<file path="config.mk">
export PLATFORM = sky130hd
export DESIGN_NAME = bie_event_logic
export DESIGN_NICKNAME = d
export VERILOG_FILES = /design/src/verilog/bie_pkg.sv /design/src/verilog/bie_window_watch.sv /design/src/verilog/bie_stack_wrap.sv /design/src/verilog/bie_event_logic.sv
export SDC_FILE = /design/constraint.sdc
export NUM_CORES = 1
export LEC_CHECK = 0
export BUFFER_PORTS_ARGS = -buffer_cell sky130_fd_sc_hd__buf_2
export CAP_MARGIN = 10
export CORE_MARGIN = 8
export CORE_UTILIZATION = 50
export CTS_CLUSTER_SIZE = 14
export DETAILED_ROUTE_END_ITERATION = 10
export HOLD_SLACK_MARGIN = 0.06
export PLACE_DENSITY = 0.76
export SLEW_MARGIN = 40
export SYNTH_ARGS = -nofsm -noshare
export SYNTH_HDL_FRONTEND = slang
export SYNTH_SLANG_ARGS = --single-unit
</file>
<file path="constraint.sdc">
create_clock -name core_clk_i -period 2.8 [get_ports core_clk_i]
set_clock_uncertainty 0.1 [all_clocks]
set_input_delay 0.28 -clock core_clk_i [delete_from_list [all_inputs] [get_ports core_clk_i]]
set_output_delay 0.28 -clock core_clk_i [all_outputs]
set_load 0.02 [all_outputs]
</file>
<file path="src/verilog/bie_pkg.sv">
// bie_pkg: shared constants for the 1553 event flag logic
// assumes a 250 MHz core clock; configuration words arrive as plain 16-bit inputs
package bie_pkg;

    // ----
    // clock and timing
    // ----
    localparam int CLK_PERIOD_PS      = 4000;
    localparam int TX_TIMEOUT_US      = 668;
    localparam int TX_TIMEOUT_CYC     = (TX_TIMEOUT_US * 1000000) / CLK_PERIOD_PS;
    localparam int HS_WIN_20M_NS      = 4400;
    localparam int HS_WIN_16M_NS      = 4000;
    localparam int HS_WIN_12M_NS      = 3500;
    localparam int HS_WIN_10M_NS      = 3200;
    localparam int HS_WIN_20M_CYC     = (HS_WIN_20M_NS * 1000) / CLK_PERIOD_PS;
    localparam int HS_WIN_16M_CYC     = (HS_WIN_16M_NS * 1000) / CLK_PERIOD_PS;
    localparam int HS_WIN_12M_CYC     = (HS_WIN_12M_NS * 1000) / CLK_PERIOD_PS;
    localparam int HS_WIN_10M_CYC     = (HS_WIN_10M_NS * 1000) / CLK_PERIOD_PS;
    localparam int WATCH_W            = 18;

    // ----
    // terminal clock select
    // ----
    localparam logic [1:0] TCLK_10M   = 2'h0;
    localparam logic [1:0] TCLK_12M   = 2'h1;
    localparam logic [1:0] TCLK_16M   = 2'h2;
    localparam logic [1:0] TCLK_20M   = 2'h3;

    // ----
    // operating mode
    // ----
    localparam logic [2:0] MODE_BC    = 3'h0;
    localparam logic [2:0] MODE_RT    = 3'h1;
    localparam logic [2:0] MODE_WMON  = 3'h2;
    localparam logic [2:0] MODE_MMON  = 3'h3;
    localparam logic [2:0] MODE_RTMON = 3'h4;

    // ----
    // configuration bit positions
    // ----
    localparam int CFG2_EXT_IRQ       = 15;
    localparam int CFG2_INV_OVERWRITE = 11;
    localparam int CFG3_EXT_FEATURE   = 15;
    localparam int CFG3_CMD_SZ_HI     = 14;
    localparam int CFG3_CMD_SZ_LO     = 13;
    localparam int CFG3_MON_SZ_HI     = 12;
    localparam int CFG3_MON_SZ_LO     = 11;
    localparam int CFG3_DAT_SZ_HI     = 10;
    localparam int CFG3_DAT_SZ_LO     = 8;
    localparam int CFG3_EXT_MODECODE  = 0;
    localparam int CFG4_WIDE_CTRL     = 12;
    localparam int CFG4_BCAST_XOR     = 11;
    localparam int CTRL_EOM_REQ       = 4;
    localparam int CTRL_BCAST_MASK    = 5;

    // ----
    // event flag register bits
    // ----
    localparam int EV_MASTER          = 15;
    localparam int EV_RAM_PARITY      = 14;
    localparam int EV_TX_TIMEOUT      = 13;
    localparam int EV_CMD_WRAP        = 12;
    localparam int EV_MON_CMD_WRAP    = 11;
    localparam int EV_MON_DAT_WRAP    = 10;
    localparam int EV_HS_FAIL         = 9;
    localparam int EV_RETRY           = 8;
    localparam int EV_ADDR_PARITY     = 7;
    localparam int EV_TTAG_WRAP       = 6;
    localparam int EV_CBUF_WRAP       = 5;
    localparam int EV_CTRL_EOM        = 4;
    localparam int EV_END_FRAME       = 3;
    localparam int EV_FORMAT          = 2;
    localparam int EV_STATUS_SET      = 1;
    localparam int EV_MSG_DONE        = 0;
    localparam int EV_BASIC_TOP       = 7;
    localparam logic [15:0] FLAG_RESET = 16'h0000;

    // ----
    // 1553 words
    // ----
    localparam logic [15:0] STS_CHECK_MASK = 16'h071f;
    localparam logic [15:0] STS_BCAST_BIT  = 16'h0010;
    localparam logic [15:0] COUNT_END      = 16'hffff;
    localparam logic [15:0] TTAG_TOP       = 16'hffff;

    // ----
    // stack sizes as log2 of words
    // ----
    localparam logic [4:0] CMD_LOG2_BASE  = 5'h08;
    localparam logic [4:0] MON_LOG2_BASE  = 5'h08;
    localparam logic [4:0] DAT_LOG2_BASE  = 5'h09;
    localparam logic [4:0] STACK_LOG2_MAX = 5'h10;

endpackage

</file>
<file path="src/verilog/bie_window_watch.sv">
// bie_window_watch: counts cycles while a wait condition holds, pulses once on overrun
// assumes limit_i is held steady while armed
`timescale 1ns/1ns
`default_nettype none
module bie_window_watch (
    input  wire logic                        core_clk_i,
    input  wire logic                        rst_i,
    input  wire logic                        arm_i,
    input  wire logic [bie_pkg::WATCH_W-1:0] limit_i,
    output logic                             overrun_o
);
    import bie_pkg::*;

    typedef struct packed {
        logic [WATCH_W-1:0] cnt;
        logic               fired;
        logic               pulse;
    } bie_watch_t;

    bie_watch_t st;
    bie_watch_t next_st;

    always_comb begin
        next_st = st;
        next_st.pulse = 1'b0;
        if (!arm_i) begin
            next_st.cnt = '0;
            next_st.fired = 1'b0;
        end else if (!st.fired) begin
            if (st.cnt >= limit_i) begin
                next_st.pulse = 1'b1;
                next_st.fired = 1'b1;
            end else begin
                next_st.cnt = st.cnt + 1'b1;
            end
        end
    end

    always_ff @(posedge core_clk_i) begin
        if (rst_i) begin
            st <= '0;
        end else begin
            st <= next_st;
        end
    end

    assign overrun_o = st.pulse;
endmodule
`default_nettype wire

</file>
<file path="src/verilog/bie_stack_wrap.sv">
// bie_stack_wrap: tracks a stack word offset and pulses when it wraps to the base
// assumes one push pulse per word stored; size_log2_i at most 16
`timescale 1ns/1ns
`default_nettype none
module bie_stack_wrap (
    input  wire logic       core_clk_i,
    input  wire logic       rst_i,
    input  wire logic       push_i,
    input  wire logic [4:0] size_log2_i,
    output logic            wrap_o
);
    import bie_pkg::*;

    typedef struct packed {
        logic [15:0] offset;
        logic        pulse;
    } bie_wrap_t;

    bie_wrap_t   st;
    bie_wrap_t   next_st;
    logic [15:0] top;

    assign top = 16'hffff >> (STACK_LOG2_MAX - size_log2_i);

    always_comb begin
        next_st = st;
        next_st.pulse = 1'b0;
        if (push_i) begin
            if ((st.offset & top) == top) begin
                next_st.offset = '0;
                next_st.pulse = 1'b1;
            end else begin
                next_st.offset = (st.offset + 16'h0001) & top;
            end
        end
    end

    always_ff @(posedge core_clk_i) begin
        if (rst_i) begin
            st <= '0;
        end else begin
            st <= next_st;
        end
    end

    assign wrap_o = st.pulse;
endmodule
`default_nettype wire

</file>
<file path="src/verilog/bie_event_logic.sv">
// bie_event_logic: event flag register and interrupt request of a 1553 terminal
// assumes event inputs are one-cycle pulses from the protocol engines,
// configuration words held steady, all inputs synchronous to core_clk_i
//
// Function
// - flag encoder transmitting longer than 668 us
// - extended flags need both extended enables
// - flag command stack wrap, size by bits 14:13
// - flag monitor command stack wrap, bits 12:11
// - flag monitor data stack wrap, bits 10:8
// - handshake failure only transparent mode, clock-scaled window
// - grant missing within window after request: failure
// - strobe low past window after ready: failure
// - retry flag after one to three retries
// - even address parity raises address parity flag
// - parity flag re-arms on new fault or mask
// - flag time tag wrap ffff to 0000
// - flag circular buffer rollover when requested, terminal mode
// - overwrite bit picks immediate or valid-end rollover
// - control word end-of-message in terminal or controller
// - end of frame at count ffff, not on abort
// - loop test failure on transmitted words flags format
// - validation error or response timeout flags format
// - controller flags unexpected status word bits
// - enabled mode codes flag at message end
// - word monitor flags trigger pattern match
// - end-of-message flag on every completed message except in word monitor mode
// - extended sets unmasked; basic mode masks bits 7:0
// - bit 15 mirrors the interrupt request
`timescale 1ns/1ns
`default_nettype none
module bie_event_logic #(
    parameter int TX_LIMIT = bie_pkg::TX_TIMEOUT_CYC
) (
    input  wire logic        core_clk_i,
    input  wire logic        rst_i,
    // configuration and mask registers
    input  wire logic [15:0] cfg2_i,
    input  wire logic [15:0] cfg3_i,
    input  wire logic [15:0] cfg4_i,
    input  wire logic [15:0] irq_mask_i,
    input  wire logic [2:0]  mode_i,
    input  wire logic [1:0]  term_clk_sel_i,
    input  wire logic        transparent_mode_i,
    input  wire logic        ext_mem_mgmt_i,
    // flag register access
    input  wire logic        flag_read_i,
    input  wire logic        auto_clear_i,
    input  wire logic        irq_reset_i,
    // pins
    input  wire logic [4:0]  terminal_address_in_i,
    input  wire logic        terminal_address_parity_in_i,
    input  wire logic        transfer_request_out_i,
    input  wire logic        transfer_grant_in_n_i,
    input  wire logic        host_ready_out_n_i,
    input  wire logic        host_strobe_in_n_i,
    // engine events
    input  wire logic        encoder_active_i,
    input  wire logic        ram_parity_err_i,
    input  wire logic        cmd_stack_push_i,
    input  wire logic        mon_cmd_push_i,
    input  wire logic        mon_dat_push_i,
    input  wire logic        retry_done_i,
    input  wire logic [1:0]  retry_count_i,
    input  wire logic        ttag_tick_i,
    input  wire logic        msg_end_i,
    input  wire logic        msg_valid_i,
    input  wire logic        cbuf_top_access_i,
    input  wire logic        sa_rollover_req_i,
    input  wire logic        sa_eom_req_i,
    input  wire logic [15:0] ctrl_word_i,
    input  wire logic        msg_count_wr_i,
    input  wire logic [15:0] msg_count_i,
    input  wire logic        stop_abort_i,
    input  wire logic        echo_check_i,
    input  wire logic        transmitting_i,
    input  wire logic        rt_broadcast_i,
    input  wire logic        echo_valid_i,
    input  wire logic        echo_sync_ok_i,
    input  wire logic [15:0] last_tx_word_i,
    input  wire logic [15:0] last_echo_word_i,
    input  wire logic        msg_error_i,
    input  wire logic        resp_timeout_i,
    input  wire logic        status_strobe_i,
    input  wire logic [15:0] status_word_i,
    input  wire logic        mode_code_end_i,
    input  wire logic        mode_code_enabled_i,
    input  wire logic        cmd_word_strobe_i,
    input  wire logic        cmd_word_valid_i,
    input  wire logic [15:0] cmd_word_i,
    input  wire logic [15:0] trigger_pattern_i,
    output logic [15:0]      event_flag_register_o,
    output logic             irq_o,
    output logic [15:0]      time_tag_o
);
    import bie_pkg::*;

    // ----
    // decode helpers
    // ----
    function automatic logic [WATCH_W-1:0] hs_window(input logic [1:0] sel);
        case (sel)
            TCLK_20M: hs_window = WATCH_W'(HS_WIN_20M_CYC);
            TCLK_16M: hs_window = WATCH_W'(HS_WIN_16M_CYC);
            TCLK_12M: hs_window = WATCH_W'(HS_WIN_12M_CYC);
            default:  hs_window = WATCH_W'(HS_WIN_10M_CYC);
        endcase
    endfunction

    function automatic logic is_mode(input logic [2:0] m, input logic [2:0] want);
        is_mode = (m == want);
    endfunction

    typedef struct packed {
        logic [14:0] flags;
        logic        irq;
        logic [15:0] ttag;
        logic        fault_d;
        logic        mask7_d;
        logic        cbuf_pend;
    } bie_state_t;

    bie_state_t st;
    bie_state_t next_st;

    logic        ext;
    logic        enh;
    logic        in_bc;
    logic        in_rt;
    logic        in_wmon;
    logic        in_mmon;
    logic        tx_to;
    logic        hs_grant_to;
    logic        hs_strobe_to;
    logic        cmd_wrap;
    logic        mon_wrap;
    logic        dat_wrap;
    logic [4:0]  cmd_log2;
    logic [4:0]  mon_log2;
    logic [4:0]  dat_log2;
    logic [WATCH_W-1:0] hs_limit;
    logic [14:0] ev;
    logic [15:0] sts_expect;
    logic        parity_fault;

    assign enh     = cfg3_i[CFG3_EXT_FEATURE];
    assign ext     = enh & cfg2_i[CFG2_EXT_IRQ];
    assign in_bc   = is_mode(mode_i, MODE_BC);
    assign in_rt   = is_mode(mode_i, MODE_RT) | is_mode(mode_i, MODE_RTMON);
    assign in_wmon = is_mode(mode_i, MODE_WMON);
    assign in_mmon = is_mode(mode_i, MODE_MMON) | is_mode(mode_i, MODE_RTMON);

    // ----
    // watchdogs
    // ----
    assign hs_limit = hs_window(term_clk_sel_i);

    bie_window_watch u_tx_watch (
        .core_clk_i (core_clk_i),
        .rst_i      (rst_i),
        .arm_i      (encoder_active_i),
        .limit_i    (WATCH_W'(TX_LIMIT)),
        .overrun_o  (tx_to)
    );

    bie_window_watch u_grant_watch (
        .core_clk_i (core_clk_i),
        .rst_i      (rst_i),
        .arm_i      (transparent_mode_i & transfer_request_out_i & transfer_grant_in_n_i),
        .limit_i    (hs_limit),
        .overrun_o  (hs_grant_to)
    );

    bie_window_watch u_strobe_watch (
        .core_clk_i (core_clk_i),
        .rst_i      (rst_i),
        .arm_i      (transparent_mode_i & ~host_ready_out_n_i & ~host_strobe_in_n_i),
        .limit_i    (hs_limit),
        .overrun_o  (hs_strobe_to)
    );

    // ----
    // stack wrap trackers
    // ----
    assign cmd_log2 = CMD_LOG2_BASE + {3'h0, cfg3_i[CFG3_CMD_SZ_HI:CFG3_CMD_SZ_LO]};
    assign mon_log2 = MON_LOG2_BASE + {2'h0, cfg3_i[CFG3_MON_SZ_HI:CFG3_MON_SZ_LO], 1'b0};
    assign dat_log2 = DAT_LOG2_BASE + {2'h0, cfg3_i[CFG3_DAT_SZ_HI:CFG3_DAT_SZ_LO]};

    bie_stack_wrap u_cmd_wrap (
        .core_clk_i  (core_clk_i),
        .rst_i       (rst_i),
        .push_i      (cmd_stack_push_i),
        .size_log2_i (cmd_log2),
        .wrap_o      (cmd_wrap)
    );

    bie_stack_wrap u_mon_wrap (
        .core_clk_i  (core_clk_i),
        .rst_i       (rst_i),
        .push_i      (mon_cmd_push_i),
        .size_log2_i (mon_log2),
        .wrap_o      (mon_wrap)
    );

    bie_stack_wrap u_dat_wrap (
        .core_clk_i  (core_clk_i),
        .rst_i       (rst_i),
        .push_i      (mon_dat_push_i),
        .size_log2_i (dat_log2),
        .wrap_o      (dat_wrap)
    );

    // ----
    // raw events
    // ----
    assign parity_fault = ~(^{terminal_address_in_i, terminal_address_parity_in_i});

    always_comb begin
        sts_expect = 16'h0000;
        if (!cfg4_i[CFG4_BCAST_XOR] && ctrl_word_i[CTRL_BCAST_MASK]) begin
            sts_expect = STS_BCAST_BIT;
        end
    end

    always_comb begin
        ev = '0;
        ev[EV_RAM_PARITY]   = ram_parity_err_i;
        ev[EV_TX_TIMEOUT]   = tx_to;
        ev[EV_CMD_WRAP]     = cmd_wrap & (in_bc | in_rt);
        ev[EV_MON_CMD_WRAP] = mon_wrap & in_mmon;
        ev[EV_MON_DAT_WRAP] = dat_wrap & (in_wmon | in_mmon);
        ev[EV_HS_FAIL]      = transparent_mode_i & (hs_grant_to | hs_strobe_to);
        ev[EV_RETRY]        = in_bc & retry_done_i & (retry_count_i != 2'h0);
        // only a fresh fault, or the mask bit re-armed under a fault
        ev[EV_ADDR_PARITY]  = parity_fault
                              & ((~st.fault_d) | (irq_mask_i[EV_ADDR_PARITY] & ~st.mask7_d));
        ev[EV_TTAG_WRAP]    = ttag_tick_i & (st.ttag == TTAG_TOP);
        if (in_rt && ext_mem_mgmt_i && sa_rollover_req_i) begin
            if (!cfg2_i[CFG2_INV_OVERWRITE]) begin
                ev[EV_CBUF_WRAP] = cbuf_top_access_i;
            end else begin
                ev[EV_CBUF_WRAP] = msg_end_i & msg_valid_i
                                   & (st.cbuf_pend | cbuf_top_access_i);
            end
        end
        ev[EV_CTRL_EOM]     = msg_end_i
                              & ((in_rt & ext_mem_mgmt_i & sa_eom_req_i)
                              | (in_bc & enh & cfg4_i[CFG4_WIDE_CTRL]
                              & ctrl_word_i[CTRL_EOM_REQ]));
        ev[EV_END_FRAME]    = in_bc & msg_count_wr_i & (msg_count_i == COUNT_END)
                              & ~stop_abort_i;
        ev[EV_FORMAT]       = (echo_check_i & transmitting_i & ~(in_rt & rt_broadcast_i)
                              & (~echo_valid_i | ~echo_sync_ok_i
                              | (last_tx_word_i != last_echo_word_i)))
                              | msg_error_i | resp_timeout_i;
        ev[EV_STATUS_SET]   = (in_bc & status_strobe_i
                              & ((status_word_i[15:11] != terminal_address_in_i)
                              | ((status_word_i & STS_CHECK_MASK) != sts_expect)))
                              | (in_rt & enh & cfg3_i[CFG3_EXT_MODECODE]
                              & mode_code_end_i & mode_code_enabled_i)
                              | (in_wmon & enh & cmd_word_strobe_i & cmd_word_valid_i
                              & (cmd_word_i == trigger_pattern_i));
        ev[EV_MSG_DONE]     = msg_end_i & (in_bc | in_rt | in_mmon);
    end

    // ----
    // flag register
    // ----
    always_comb begin
        next_st = st;
        next_st.fault_d = parity_fault;
        next_st.mask7_d = irq_mask_i[EV_ADDR_PARITY];
        if (ttag_tick_i) begin
            next_st.ttag = st.ttag + 16'h0001;
        end
        if (cbuf_top_access_i) begin
            next_st.cbuf_pend = 1'b1;
        end
        if (msg_end_i) begin
            next_st.cbuf_pend = 1'b0;
        end
        if ((flag_read_i && auto_clear_i) || irq_reset_i) begin
            next_st.flags = '0;
        end
        for (int i = 0; i <= EV_RAM_PARITY; i++) begin
            if (ev[i]) begin
                if (ext) begin
                    next_st.flags[i] = 1'b1;
                end else if (i <= EV_BASIC_TOP && irq_mask_i[i]) begin
                    next_st.flags[i] = 1'b1;
                end
            end
        end
        if (ext) begin
            next_st.irq = |(next_st.flags & irq_mask_i[14:0]);
        end else begin
            next_st.irq = |(next_st.flags[EV_BASIC_TOP:0] & irq_mask_i[EV_BASIC_TOP:0]);
        end
    end

    always_ff @(posedge core_clk_i) begin
        if (rst_i) begin
            st <= '0;
        end else begin
            st <= next_st;
        end
    end

    assign event_flag_register_o = {st.irq, st.flags};
    assign irq_o                 = st.irq;
    assign time_tag_o            = st.ttag;
endmodule
`default_nettype wire

</file>
* Word level (Yosys, flattened, before mapping)
Index checks and enable logic that the tools add are counted.
** Word-level totals
- Word-level logic and storage cells :: 221
- Bits of input ports :: 226
- Register bits after elaboration :: 146
- Output and inout bits :: 33
** Cells by class
- Reductions and logical operators :: 24
- Mux-type cells :: 56
- Shifts and indexed selects :: 3
- Magnitude comparators :: 3
- Add/sub/neg operators :: 13
- Equal/unequal tests :: 16
- Bitwise gates (word level) :: 85
** Operators by type and width (count)
- $and 16x16->16 :: 6
- $add 16x1->16 const B :: 4
- $eq 16x16->1 :: 4
- $add 18x1->18 const B :: 3
- $mux 16 :: 3
- $shr 16x5->16 const A :: 3
- $mux 1 :: 44
- $and 1x1->1 :: 40
- $ge 18x11->1 :: 2
- $pmux 11 s3 :: 1
- $eq 16x16->1 const B :: 2
- $not 1->1 :: 21
- $ge 18x18->1 const B :: 1
- $ne 11x16->1 :: 1
- $ne 16x16->1 :: 1
- $or 1x1->1 :: 16
- $and 15x15->15 :: 1
- $mux 15 :: 1
- $reduce_or 15->1 :: 1
- $sub 5x5->5 const A :: 3
- $reduce_or 2->1 :: 7
- $mux 2 :: 6
- $add 4x3->5 const A :: 2
- $reduce_or 3->1 :: 3
- other kinds (17) :: 24

* Logic depth before layout (Yosys ltp)
- Depth after elaboration :: 12
- Depth in mapped cells :: 11
- Depth with buffers taken out :: 9

* Modules after synthesis
A second synthesis with hierarchy kept.
** Second synthesis, totals
- Cells, all modules :: 1545
- Area, all modules :: 12130.4 um2
** By module, submodules not included
- bie_window_watch :: area each 1701.6 um2, cells each 196, instances 3, sequential area each 400.4 um2
- bie_stack_wrap :: area each 1490.2 um2, cells each 213, instances 3, sequential area each 340.3 um2
- bie_event_logic :: area each 2555.0 um2, cells each 318, instances 1, sequential area each 700.7 um2

* Worst setup path after synthesis
No wires, ideal clock.
- Path kind :: input -> register
- Start point :: in term_clk_sel_i[0]
- End point :: reg u_grant_watch.st[6] (netlist name)
- Data required time :: 2628 ps
- Setup slack :: 357 ps
- Arrival :: 2271 ps
- Stages on the path :: 9
- Setup time :: 72 ps
- Path buffers :: 1
- Path through :: nor2_1 ha_1 a211o_1 a21o_1 a21oi_1 o31ai_1 buf_4 a2111oi_0 mux2i_1
** On the way
- Cells in the longest elaborated chain, start to end :: 5
- Elaborated cells on any way between the ends :: 7
- Those cells by class :: 1 x order compare; 3 x eq/ne; 1 x mux; 1 x bitwise; 1 x reduce/logical
** Ends and longest elaborated chain
- start, declared :: line bie_event_logic.sv:43 : input wire logic [1:0] term_clk_sel_i,
- $eq 2x1->1 or $eq 2x2->1 (tied branches) :: line bie_event_logic.sv:102 : case (sel)
- $pmux 11 s3 (*) :: line bie_event_logic.sv:102
- $ge 18x11->1 (*) :: line bie_window_watch.sv:30 : if (st.cnt >= limit_i) begin
- $not 1->1 (no line) (*)
- $reduce_and 2->1 (no line) (*)
- end signal, assigned :: line bie_window_watch.sv:43 : st <= next_st;
- end, declared :: line bie_window_watch.sv:20 : bie_watch_t st;
Mark *: on every way between the ends. The rest lies on a longest branch, timed or not.
A chain may end at the register's enable or synchronous reset.

* Worst setup path after layout
- Start point :: reg u_grant_watch.st[16] (netlist name)
- End point :: reg u_grant_watch.st[13] (netlist name)
** On the way
- Cells in the longest elaborated chain, start to end :: 3
** Ends and longest elaborated chain (line)
- $ge 18x11->1 :: bie_window_watch.sv:30
- $not 1->1 (no line)
- $reduce_and 2->1 (no line)
Every way passes these cells.

==> summary.txt <==
Setup violations, final = 0
Hold WC Path Type = in -> reg
WL/cell = 15.52 µm
later-pin clock latency in the skew report = 0.41 ns
Layout Area Growth over Synthesis = 20.02%
Final #Nets = 1392
reg-to-reg endpoint = u_grant_watch.st[13]
Tot GR Track Use = 0.2063
Syn Nets = 1214
vias = 7446
switch share = 0.2305
Critical Path End = u_grant_watch.st[13]
root buf cell = clkbuf_16
Synth top area share = 0.3503
RePlAce Congestion = 0.9310
final core occ = 0.6089
number of synthesized flops with an enable pin = 0
# DRC = 0
ys flop type = dfxtp_1
FF-to-FF Start = u_grant_watch.st[16]
Die Y-Extent = 142.5 µm
net switching power figure = 0.001038 W
most used cell, CP = a21oi_1
slowest CP cell = o31ai_2
adder-cell share of the synthesized area = 0.05005
Core ar. = 0.01577 mm²
Remaining Overflow, GRT = 0
CTS tree = built
Synth area leader = dfxtp_1
clock slew at reported path FFs = 0.05 ns
most common cell in the netlist = dfxtp_1
ranking of synthesized cells by area = dfxtp_1, xor2_1, ha_1, xnor2_1, a21oi_1
row cnt = 46
CTS Buf Count = 17
Mapped Cells = 956
Tmin final = 2.586 ns
Design Area, Final = 0.009602 mm²
Yosys Warn Count = 0
die footprint = 0.02030 mm²
main combinational cell family by area after synthesis = simple AND/OR/NAND/NOR gates
Post-synth ARST share = 0
outcome = completed
pwr/cell area = 468.8 mW/mm²
crit path buf inv count = 0
Syn Area/Cell = 8.368 µm²
Period Utilization, post-route = 0.9235
Leakage = 3.945 nW
Data arrival, critical path = 2.79 ns
max-cap viol count = 0
IO Pins = 259
multiplexer area fraction after synthesis = 0.01752
relative slew slack = 0.4130
Synth Area in Simple Gates = 0.2473
largest net degree at the start of global routing = 43
maximum clock frequency = 386.7 MHz
CP cell instances = or4_4 > o21ai_0 > a21oi_1 > o31ai_2 > a21oi_1 > a32o_1
setup_tns = 0 ns
flops & latches, synth = 140
worst slew pin tran = 0.8752 ns
final hold vios = 0
Logic pwr share = 0.102
Crit. End Element = flip-flop
CTS Buffer Depth = 2
clock sink total = 140
vias per cell = 5.455
vias in the first global route = 6964
slowest stage delay, CP = 0.75 ns
RSZ-0062 raised after global routing = false
chip width = 142.5 µm
initial antenna violation count = 6
startpoint types = flip-flop
kind of critical path = reg -> reg
first-pass GRT wire length = 34060 µm
placed cell areas = 0.009037 mm²
worst vdd ir = 365.9 µV
launch point of the worst path = u_grant_watch.st[16]
IO buf count = 205
HPWL Detailed = 16510 µm
register area share after synthesis = 0.3503
Slew Viols, Final = 0
Flop pwr share = 0.454
total wire length = 21180 µm
top cell family by delay on the critical path = compound AO/OA/AOI/OAI gates
critical path fanouts, max = 11
Commonest cells post-synth = dfxtp_1, nand2_1, nor2_1
clock share of power = 0.445
cell area after synthesis = 0.008000 mm²
Synth Area in Compound Gates = 0.1725
Worst path depth = 6
Synth cell types = 69
Int Pwr = 0.003464 W
initial DRC count = 368
ANT nets after route = 0
reg-to-reg slack, setup = 0.21 ns
r2r worst-path depth = 6
ratio of cells with drive above 1 in the final layout = 0.2275
WP data required = 3.01 ns
xor and xnor area share after synthesis = 0.09744
H-tree depth = 4
starting density of the core = 0.5073
First-pass DRT Iterations = 7
[power groups by stage]
| stage | registers (W) | clock network [W] | logic [W] |
|---|---|---|---|
| finish | 0.00204 | 0.00200 | 0.000458 |
| global route | 0.00204 | 0.00214 | 0.000508 |
| CTS | 0.00204 | 0.00206 | 0.000460 |
| detailed placement | 0.00208 | 0 | 0.000453 |
| global placement | 0.00208 | 0 | 0.000447 |
| floorplan | 0.00208 | 0 | 0.000248 |
[layout by cell type, fill, tap and decap left out, drive strengths merged, types with 20 or more instances in the layout]
cell,count
nor2,82
o21ai,39
nand3,32
nor3,21
a21oi,65
nand4,30
ha,32
xnor2,43
buf,222
inv,34
nand2b,20
dfxtp,140
clkbuf,26
xor2,46
nand2,84
[metal layers]
| layer | vias to the layer above | share of wire | track usage |
|---|---|---|---|
| met5 | - | 0 | 0 |
| met3 | 40 | 0.071 | 0.05233 |
| li1 | 3755 | - | - |
| met4 | 0 | 0.030 | 0.1007 |
| met1 | 3442 | 0.41 | 0.2397 |
| met2 | 209 | 0.49 | 0.3469 |
[what timing repair did]
item,CTS,global route
resized for setup,0,0
endpoints found under the hold margin,2,0
buffers inserted,0,0
hold buffers,3,0
[cell type report]
cell class / count / area (µm²)
Clock buffer: 26 / 509.2
Sequential cell: 140 / 2803
Multi-Input combinational cell: 716 / 4683
Antenna cell: 6 / 15.01
Timing Repair Buffer: 225 / 1184
Tap cell: 216 / 270.3
Inverter: 34 / 127.6
Fill cell: 1461 / 6168
Clock inverter: 2 / 10.01
[cells by family (layout without fill, tap and decap cells)]
group                    count (synthesis)  in the layout
AO/OA/AOI/OAI                          200            200
XOR/XNOR                                89             89
adder cells (fa/ha/maj)                 32             32
buffers and inverters                  100            287
flip-flops                             140            140
multiplexers                            14             14
other                                    0              6
AND/OR/NAND/NOR                        381            381
[worst reg2reg max path, stage by stage, from the launching register on]
cell and delay [ns]:
dfxtp_1 0.30, or4_4 0.53, o21ai_0 0.19, a21oi_1 0.11, o31ai_2 0.75, a21oi_1 0.22
a32o_1 0.28
[worst min path at each step]
stage	startpoint	end	slack [ns]	cells past startpoint
6_report	ttag_tick_i	time_tag_o[0]	0.08	3
5_1_grt	ttag_tick_i	time_tag_o[0]	0.11	3
4_1_cts	ttag_tick_i	time_tag_o[0]	0.06	3
3_5_place_dp	u_strobe_watch.st[14]	u_strobe_watch.st[14]	0.34	1
3_3_place_gp	u_cmd_wrap.st[15]	u_cmd_wrap.st[15]	0.33	2
2_1_floorplan	msg_end_i	st[0]	0.26	1
[per-stage QoR]
step | power (W) | hold WS [ns] | setup slack, ns | cells
2_1_floorplan | 0.002330 | 0.2593 | 0.3570 | 956
3_3_place_gp | 0.002530 | 0.3343 | -0.1523 | 1328
3_5_place_dp | 0.002537 | 0.3441 | 0.1367 | 1328
4_1_cts | 0.004556 | 0.06296 | 0.2466 | 1359
5_1_grt | 0.004697 | 0.1072 | 0.08470 | 1365
6_report | 0.004501 | 0.07818 | 0.2142 | 1365
[registers in the layout (all words and copies together) (netlist names)]
signal and flops:
u_grant_watch.st 19, u_strobe_watch.st 19, u_tx_watch.st 19, time_tag_o 16, u_dat_wrap.st 16, event_flag_register_o 15, u_mon_wrap.st 14, u_cmd_wrap.st 12
st 3, irq_o 1, u_cmd_wrap.wrap_o 1, u_dat_wrap.wrap_o 1, u_grant_watch.overrun_o 1, u_mon_wrap.wrap_o 1, u_strobe_watch.overrun_o 1, u_tx_watch.overrun_o 1
Power figures use the tool's default switching activity.
